### config.mk
export PLATFORM = sky130hd
export DESIGN_NAME = pwm_autorestart_ctrl
export DESIGN_NICKNAME = d
export VERILOG_FILES = /design/src/pwm_ctrl_pkg.sv /design/src/flag_sync.sv /design/src/pwm_autorestart_ctrl.sv
export SDC_FILE = /design/constraint.sdc
export NUM_CORES = 1
export LEC_CHECK = 0
export BUFFER_PORTS_ARGS = -buffer_cell sky130_fd_sc_hd__buf_4
export CORE_UTILIZATION = 30
export CTS_BUF_LIST = sky130_fd_sc_hd__clkbuf_16
export DETAILED_ROUTE_END_ITERATION = 6
export GPL_TIMING_DRIVEN = 0
export SETUP_SLACK_MARGIN = 0.1
export SYNTH_ARGS = -nofsm -noshare
export SYNTH_HDL_FRONTEND = slang
export SYNTH_SLANG_ARGS = --single-unit
### constraint.sdc
create_clock -name MCLK -period 18.6 [get_ports MCLK]
set_clock_uncertainty 0.2 [all_clocks]
set_input_delay 3.72 -clock MCLK [delete_from_list [all_inputs] [get_ports MCLK]]
set_output_delay 3.72 -clock MCLK [all_outputs]
set_load 0.005 [all_outputs]
### src/pwm_ctrl_pkg.sv
/*
 * constants and types shared by the off-line regulator control core.
 * assumes a 125 MHz oscillator-derived clock on MCLK.
 */
package pwm_ctrl_pkg;
	localparam int CLK_HZ = 125000000;
	localparam int SW_FREQ_HZ = 100000;
	localparam int CYCLE_CLKS = CLK_HZ / SW_FREQ_HZ;
	// maximum duty in percent, set by ramp symmetry
	localparam int MAX_DUTY_PCT = 67;
	localparam int MAX_ON_CLKS = CYCLE_CLKS * MAX_DUTY_PCT / 100;
	localparam int MIN_ON_NS = 700;
	localparam int MIN_ON_CLKS = (MIN_ON_NS * 125 + 999) / 1000;
	localparam int BLANK_NS = 180;
	localparam int BLANK_CLKS = (BLANK_NS * 125 + 999) / 1000;
	localparam int CNT_W = 11;
	localparam int DUTY_W = 8;
	localparam int RESTART_W = 3;
	localparam logic [RESTART_W-1:0] RESTART_LAST = 3'h7;
	localparam logic [DUTY_W-1:0] CTRL_MIN_LEVEL = 8'h20;
	localparam logic [RESTART_W-1:0] RESTART_RST = 3'h0;

	typedef enum logic [1:0] {
		ST_START = 2'b00,
		ST_RUN = 2'b01,
		ST_RESTART = 2'b10,
		ST_HOLD = 2'b11
	} supply_st_t;
endpackage : pwm_ctrl_pkg

### src/flag_sync.sv
/*
 * two-flop synchroniser for a group of comparator flags.
 * assumes flags are asynchronous to clk; output is registered.
 */
module flag_sync #(
	parameter int W = 4
) (
	input wire logic clk,
	input wire logic rst,
	input wire logic [W-1:0] d,
	output logic [W-1:0] q
);
	logic [W-1:0] meta;

	// first stage feeds only the second stage
	always_ff @(posedge clk) begin
		if (rst) begin
			meta <= '0;
			q <= '0;
		end else begin
			meta <= d;
			q <= meta;
		end
	end
endmodule : flag_sync

### src/pwm_autorestart_ctrl.sv
/*
 * control core: gate latch, modulator, current limit, supply window fsm,
 * auto-restart counter and overtemperature latch.
 * assumes comparator flags from the analog front end are asynchronous,
 * and CTRL_LEVEL is a static digitised error level (higher = less duty).
 */
// What this block does
// - upper threshold at start: source off, switching on
// - lower threshold: switch off, standby, source on
// - hysteretic: source on low, off high
// - count eight cycles before switching again
// - retry until regulation, then resume normal
// - lost feedback current enters hysteretic restart
// - set latch each cycle, 100 kHz
// - ramp crossing error level clears latch
// - on-time capped at maximum duty
// - minimum on-time every cycle not cut short by current limit, overtemperature or the lower threshold
// - maximum duty at or below minimum control level
// - current limit trip: off until next cycle
// - blank current limit after turn-on
// - overtemperature latches switch off
// - only power-up reset clears overtemperature latch
// - hysteretic regulation continues while latched off
// - charging source off while switching
module pwm_autorestart_ctrl #(
	parameter int CYCLE = pwm_ctrl_pkg::CYCLE_CLKS,
	parameter int MAX_ON = pwm_ctrl_pkg::MAX_ON_CLKS,
	parameter int MIN_ON = pwm_ctrl_pkg::MIN_ON_CLKS,
	parameter int BLANK = pwm_ctrl_pkg::BLANK_CLKS
) (
	input wire logic MCLK,
	input wire logic RST,
	input wire logic VC_ABOVE_UPPER,
	input wire logic VC_BELOW_LOWER,
	input wire logic FB_PRESENT,
	input wire logic ILIM_TRIP,
	input wire logic OVER_TEMP,
	input wire logic [pwm_ctrl_pkg::DUTY_W-1:0] CTRL_LEVEL,
	output logic GATE_ON,
	output logic HV_SOURCE_ON,
	output logic STANDBY,
	output logic THERMAL_LATCHED,
	output logic [pwm_ctrl_pkg::RESTART_W-1:0] RESTART_COUNT,
	output logic CYCLE_START
);
	import pwm_ctrl_pkg::*;

	// ************************************************************
	// input synchronisation
	// ************************************************************
	logic [4:0] flags;
	logic vc_high;
	logic vc_low;
	logic fb_ok;
	logic ilim;
	logic hot;

	flag_sync #(.W(5)) u_sync (
		.clk(MCLK),
		.rst(RST),
		.d({VC_ABOVE_UPPER, VC_BELOW_LOWER, FB_PRESENT, ILIM_TRIP,
			OVER_TEMP}),
		.q(flags)
	);
	assign {vc_high, vc_low, fb_ok, ilim, hot} = flags;

	// ************************************************************
	// oscillator ramp
	// ************************************************************
	logic [CNT_W-1:0] ramp;
	logic [CNT_W-1:0] on_time;
	logic cycle_end;

	assign cycle_end = (ramp == CNT_W'(CYCLE - 1));

	always_ff @(posedge MCLK) begin
		if (RST) begin
			ramp <= '0;
			CYCLE_START <= 1'b0;
		end else begin
			ramp <= cycle_end ? '0 : ramp + 1'b1;
			CYCLE_START <= cycle_end;
		end
	end

	// ************************************************************
	// duty target from the error level
	// ************************************************************
	// linear map; below the minimum level the duty stays at maximum
	function automatic logic [CNT_W-1:0] duty_limit(
		input logic [DUTY_W-1:0] lvl
	);
		logic [CNT_W+DUTY_W-1:0] span;
		logic [CNT_W+DUTY_W-1:0] cut;
		span = '0;
		cut = '0;
		if (lvl <= CTRL_MIN_LEVEL) begin
			duty_limit = CNT_W'(MAX_ON);
		end else begin
			span = (CNT_W+DUTY_W)'(MAX_ON - MIN_ON);
			cut = span * (CNT_W+DUTY_W)'(lvl - CTRL_MIN_LEVEL)
				/ (CNT_W+DUTY_W)'(8'hff - CTRL_MIN_LEVEL);
			duty_limit = CNT_W'(MAX_ON) - CNT_W'(cut);
		end
	endfunction : duty_limit

	logic [CNT_W-1:0] target;
	assign target = duty_limit(CTRL_LEVEL);

	// ************************************************************
	// supply window state machine
	// ************************************************************
	supply_st_t state;
	logic enable_sw;

	assign enable_sw = (state == ST_RUN) && !THERMAL_LATCHED;

	// only RST clears the thermal latch
	always_ff @(posedge MCLK) begin
		if (RST)
			THERMAL_LATCHED <= 1'b0;
		else if (hot)
			THERMAL_LATCHED <= 1'b1;
	end

	always_ff @(posedge MCLK) begin
		if (RST) begin
			state <= ST_START;
			RESTART_COUNT <= RESTART_RST;
		end else begin
			case (state)
			ST_START: begin
				if (vc_high)
					state <= ST_RUN;
			end
			ST_RUN: begin
				if (vc_low || (!fb_ok && vc_low))
					state <= ST_HOLD;
			end
			ST_HOLD: begin
				// discharged: recharge and count one cycle
				if (vc_high) begin
					if (RESTART_COUNT == RESTART_LAST &&
						!THERMAL_LATCHED) begin
						RESTART_COUNT <= RESTART_RST;
						state <= ST_RUN;
					end else begin
						RESTART_COUNT <= RESTART_COUNT + 1'b1;
						state <= ST_RESTART;
					end
				end
			end
			ST_RESTART: begin
				if (vc_low)
					state <= ST_HOLD;
			end
			default: state <= ST_START;
			endcase
		end
	end

	// no feedback current leaves vc falling to the low threshold,
	// which hands control to the hysteretic loop above
	always_ff @(posedge MCLK) begin
		if (RST) begin
			HV_SOURCE_ON <= 1'b1;
			STANDBY <= 1'b0;
		end else begin
			HV_SOURCE_ON <= (state == ST_START && !vc_high) ||
				(state == ST_HOLD && !vc_high) ||
				(state == ST_RUN && vc_low);
			STANDBY <= (state == ST_HOLD) || (state == ST_RESTART) ||
				(state == ST_RUN && vc_low);
		end
	end

	// ************************************************************
	// gate latch
	// ************************************************************
	logic ilim_seen;
	logic ilim_ok;

	assign ilim_ok = GATE_ON && (on_time >= CNT_W'(BLANK));

	always_ff @(posedge MCLK) begin
		if (RST)
			on_time <= '0;
		else if (cycle_end || !GATE_ON)
			on_time <= '0;
		else
			on_time <= on_time + 1'b1;
	end

	always_ff @(posedge MCLK) begin
		if (RST)
			ilim_seen <= 1'b0;
		else if (cycle_end)
			ilim_seen <= 1'b0;
		else if (ilim && ilim_ok)
			ilim_seen <= 1'b1;
	end

	// min on-time outranks duty but not current limit or faults
	always_ff @(posedge MCLK) begin
		if (RST) begin
			GATE_ON <= 1'b0;
		end else if (!enable_sw || hot || vc_low) begin
			GATE_ON <= 1'b0;
		end else if (cycle_end) begin
			GATE_ON <= 1'b1;
		end else if (GATE_ON) begin
			if (ilim && ilim_ok)
				GATE_ON <= 1'b0;
			else if (on_time + 1'b1 >= CNT_W'(MAX_ON))
				GATE_ON <= 1'b0;
			else if (on_time + 1'b1 >= target &&
				on_time + 1'b1 >= CNT_W'(MIN_ON))
				GATE_ON <= 1'b0;
		end
	end

	// ************************************************************
	// checks
	// ************************************************************
	AST_MAX_DUTY: assert property (@(posedge MCLK) disable iff (RST)
		GATE_ON |-> on_time < CNT_W'(MAX_ON))
		else $error("on-time exceeded maximum duty");

	AST_MIN_ON: assert property (@(posedge MCLK) disable iff (RST)
		$fell(GATE_ON) && enable_sw && !hot && !vc_low && !ilim_seen
		|-> $past(on_time) + 1'b1 >=
		CNT_W'(MIN_ON))
		else $error("pulse shorter than minimum on-time");

	AST_ILIM_OFF: assert property (@(posedge MCLK) disable iff (RST)
		ilim_seen && !cycle_end |-> !GATE_ON)
		else $error("gate on after current limit");

	AST_THERM_HOLD: assert property (@(posedge MCLK) disable iff (RST)
		THERMAL_LATCHED |=> THERMAL_LATCHED)
		else $error("thermal latch cleared without reset");

	AST_THERM_OFF: assert property (@(posedge MCLK) disable iff (RST)
		THERMAL_LATCHED |=> !GATE_ON)
		else $error("gate on while thermally latched");

	AST_SRC_OFF: assert property (@(posedge MCLK) disable iff (RST)
		GATE_ON |-> !HV_SOURCE_ON)
		else $error("charging source on while switching");

	AST_SET: assert property (@(posedge MCLK) disable iff (RST)
		cycle_end && enable_sw && !hot && !vc_low |=> GATE_ON)
		else $error("latch not set at cycle start");

	AST_START_RUN: assert property (@(posedge MCLK) disable iff (RST)
		state == ST_START && vc_high |=> state == ST_RUN)
		else $error("no run after first upper threshold");

	AST_LOW_OFF: assert property (@(posedge MCLK) disable iff (RST)
		state == ST_RUN && vc_low |=> !GATE_ON && HV_SOURCE_ON)
		else $error("low threshold did not stop switching");

	AST_COUNT: assert property (@(posedge MCLK) disable iff (RST)
		state == ST_HOLD && vc_high && RESTART_COUNT != RESTART_LAST
		|=> state == ST_RESTART)
		else $error("restart before eight cycles");

	COV_RUN: cover property (@(posedge MCLK) $rose(GATE_ON));
	COV_ILIM: cover property (@(posedge MCLK) $rose(ilim_seen));
	COV_WRAP: cover property (@(posedge MCLK)
		state == ST_HOLD ##1 state == ST_RUN);
	COV_HOT: cover property (@(posedge MCLK) $rose(THERMAL_LATCHED));
endmodule : pwm_autorestart_ctrl

==> run_results.csv <==
group,metric,value,unit
run_status,outcome,"complete, no violations",
yosys,netlist_top_cells_area,"ha_1, dfxtp_1, fa_1, nor2_1, inv_1",
routing,via_count,8567,
sta,setup_violations,0,
yosys,postSynthAreaPerCell,7.698,sq um
placed_design,dpl_cell_area,0.008461,sq mm
yosys,synth_mux_area_share,2.426,%
critical_path,max_stage_delay,570,ps
grt,grt_pass1_vias,7748,
cts,h-tree-depth,2,
yosys,synth_edf_count,0,
job,maxCapViolations,0,
critical_path,slowest_stage,"or4_4",
cts,cts_tree,"yes",
floorplan,fp-row-count,58,
yosys,ys_types,113,
critical_path,crit_arrival,18150,ps
hold_path,hp-class,"flop to flop",
layout,final_area,0.01102,sq mm
layout,fin_nets,1292,
critical_path,cp-start-kind,"input pin",
grt,grt_max_degree,12,
grt,grt_usage,16.28,%
yosys,yosys.area.top_type,"ha_1",
routing,drtIter0Drc,434,
yosys,synthesis.area,0.007890,sq mm
yosys,async_flop_share,0,%
hold_path,hold_depth,1,
layout,syn_to_final_growth,39.61,%
floorplan,die_height,164.2,microns
routing,wl_per_cell,16.41,microns
routing,post_drt_via_cell_ratio,5.708,
sta,worstMarginPinSlew,1206,ps
layout,drive_gt1_share,33.39,%
floorplan,start_util,30.98,%
routing,ant_nets,0,
sta,finalSetupTns,0,ps
critical_path,r2r_cells,19,
cts,cts_root_buf,"clkbuf_16",
grt,antenna_found_initial,0,
yosys,synth-simple-area-share,24.15,%
yosys,ys_seq_area_share,10.15,%
placed_design,hpwl,16110,microns
floorplan,core-area,0.02547,sq mm
critical_path,cp_data_required_time,18600,ps
cts,clock-sinks,40,
critical_path,critPathKind,"input pin to flop",
floorplan,die_x,164.2,microns
sta,fin_crit,18160,ps
yosys,netlist_instances,1025,
sta,finalCritPeriodShare,97.62,%
routing,wl,24630,microns
yosys,synth_warnings,0,
cts,cts_hold_buffers,0,
sta,fmax,55.07,MHz
grt,grt-ovfl-total,0,
yosys,synth_top_family_by_area,"compound AO/OA/AOI/OAI gates",
yosys,synth_xor_area_share,7.279,%
yosys,synth_top_area_share,12.21,%
yosys,synth_compound_area_share,30.29,%
layout,fillers,2391,
sta,finalHoldViolations,0,
cts,numCtsBuffers,5,
routing,route.detailed.drc,0,
sta,timing.final.ws_setup,441.8,ps
yosys,syn-num-nets,1146,
floorplan,fp.dieArea,0.02695,sq mm
placed_design,place_ws,-1888,ps
routing,drtPass1Iterations,5,
sta,finalMaxSlewViolations,0,
yosys,ys_ff_latch,40,
critical_path,path_max_fanout,10,
floorplan,ioPinCount,23,
cts,clockBufferDepth,2,
critical_path,cp_common_cell,"buf_4",
placed_design,port_buffers,21,
layout,num_antenna_cells,0,
grt,grt_first_pass_wirelength,36610,microns
sta,slew_headroom,18.56,%
yosys,synth_fa_ha_area_share,19.95,%
placed_design,routabilityCongestion,0.8639,
cts,clkTransAtPathRegs,50,ps
yosys,synth-main-ff-cell,"dfxtp_1",
critical_path,worst_setup_path_end_kind,"flop",
cts,clk_latency,280,ps
through the flow:
stage	instances	hold WS (ps)	utilization (%)
floorplan	1025	213.8	-
detailed placement	1376	232.5	33.22
CTS	1438	245.5	38.36
global placement	1376	220.0	33.22
finish	1501	242.0	43.25
global route	1501	264.6	43.25
cells by family (layout without fill, tap and decap cells):
logic type,count (synthesis),count (layout)
XOR/XNOR,60,60
multiplexers,18,18
adder cells (fa/ha/maj),109,109
AO/OA/AOI/OAI,311,311
flip-flops,40,40
AND/OR/NAND/NOR,374,374
buffers and inverters,113,259
state kept, by name, summed over array words and instances (netlist names):
register and count:
CYCLE_START 1, state 2, HV_SOURCE_ON 1, u_sync.meta 4, on_time 11, STANDBY 1, RESTART_COUNT 3, u_sync.q 4
THERMAL_LATCHED 1, ramp 11, GATE_ON 1
routing by layer:
layer  part of all wire (%)  GRT usage (%)
met4                    3.4          4.082
met1                     44          21.36
met2                     47          27.83
met5                      0              0
met3                    5.6          2.247
synth_stat cells, drive strengths merged (24+ instances only):
| cell type | count |
|---|---|
| a21oi | 57 |
| dfxtp | 40 |
| fa | 29 |
| ha | 77 |
| inv | 83 |
| nand2 | 80 |
| nand3 | 42 |
| nor2 | 100 |
| nor3 | 30 |
| o21ai | 57 |
| xnor2 | 36 |
| xor2 | 24 |
repair_timing:
| action | in CTS | in global routing |
|---|---|---|
| buffers inserted | 55 | 64 |
| pin swaps | 44 | 96 |
| hold endpoints to repair | 0 | 0 |
| resized for setup | 149 | 170 |
| cloned | 2 | 0 |
| endpoints found under the setup margin | 1 | 1 |
layout by cell type (no fill, tap or decap), drive strengths merged, types with 5 or more instances in the layout:
cell and n:
a31o 5, o21ai 57, nor3 30, buf 158
fa 29, a221o 5, mux2i 12, nor2b 18
a2111oi 9, a31oi 19, o21a 8, a21oi 57
dfxtp 40, xor2 24, clkbuf 16, nor4 6
and3 21, a21boi 8, a21o 15, o31ai 10
or3 17, nand4 11, o21bai 5, a32oi 6
xnor2 36, and2 12, nand3 42, ha 77
inv 84, nand2b 13, nand2 80, nor2 100
a2bb2oi 5, a211oi 20, o22ai 10, o211ai 18
mux2 6
layout make-up:
type / count / area [sq um] / area share [%]
tap: 330 / 412.9 / 3.748
inverter: 83 / 326.6 / 2.965
multi-input combinational: 872 / 8019 / 72.80
buffer: 27 / 201.4 / 1.829
timing repair buffer: 142 / 1121 / 10.18
clock buffer: 5 / 125.1 / 1.136
clock inverter: 2 / 8.758 / 0.07951
sequential: 40 / 800.8 / 7.269
path summary, 6_finish.rpt:
kind | start | endpoint | slack [ps]
worst min register to register | u_sync.meta[0]$_SDFF_PP0_ | u_sync.q[0]$_SDFF_PP0_ | 240
worst max register to register | on_time[0]$_SDFF_PP0_ | GATE_ON$_SDFF_PP0_ | 15180
worst min-delay path | u_sync.meta[0]$_SDFF_PP0_ | u_sync.q[0]$_SDFF_PP0_ | 240
worst max-delay path | CTRL_LEVEL[5] | GATE_ON$_SDFF_PP0_ | 440
worst max-delay path: cells and delay by family:
kind,cells,cell delay [ps]
AO/OA/AOI/OAI,28,5610
buffers and inverters,17,2050
adder cells (fa/ha/maj),9,3280
multiplexers,3,370
XOR/XNOR,1,200
AND/OR/NAND/NOR,17,2920
Power is not shown: default switching activity piles up to over one toggle a cycle in this logic, so the estimate is an artifact.
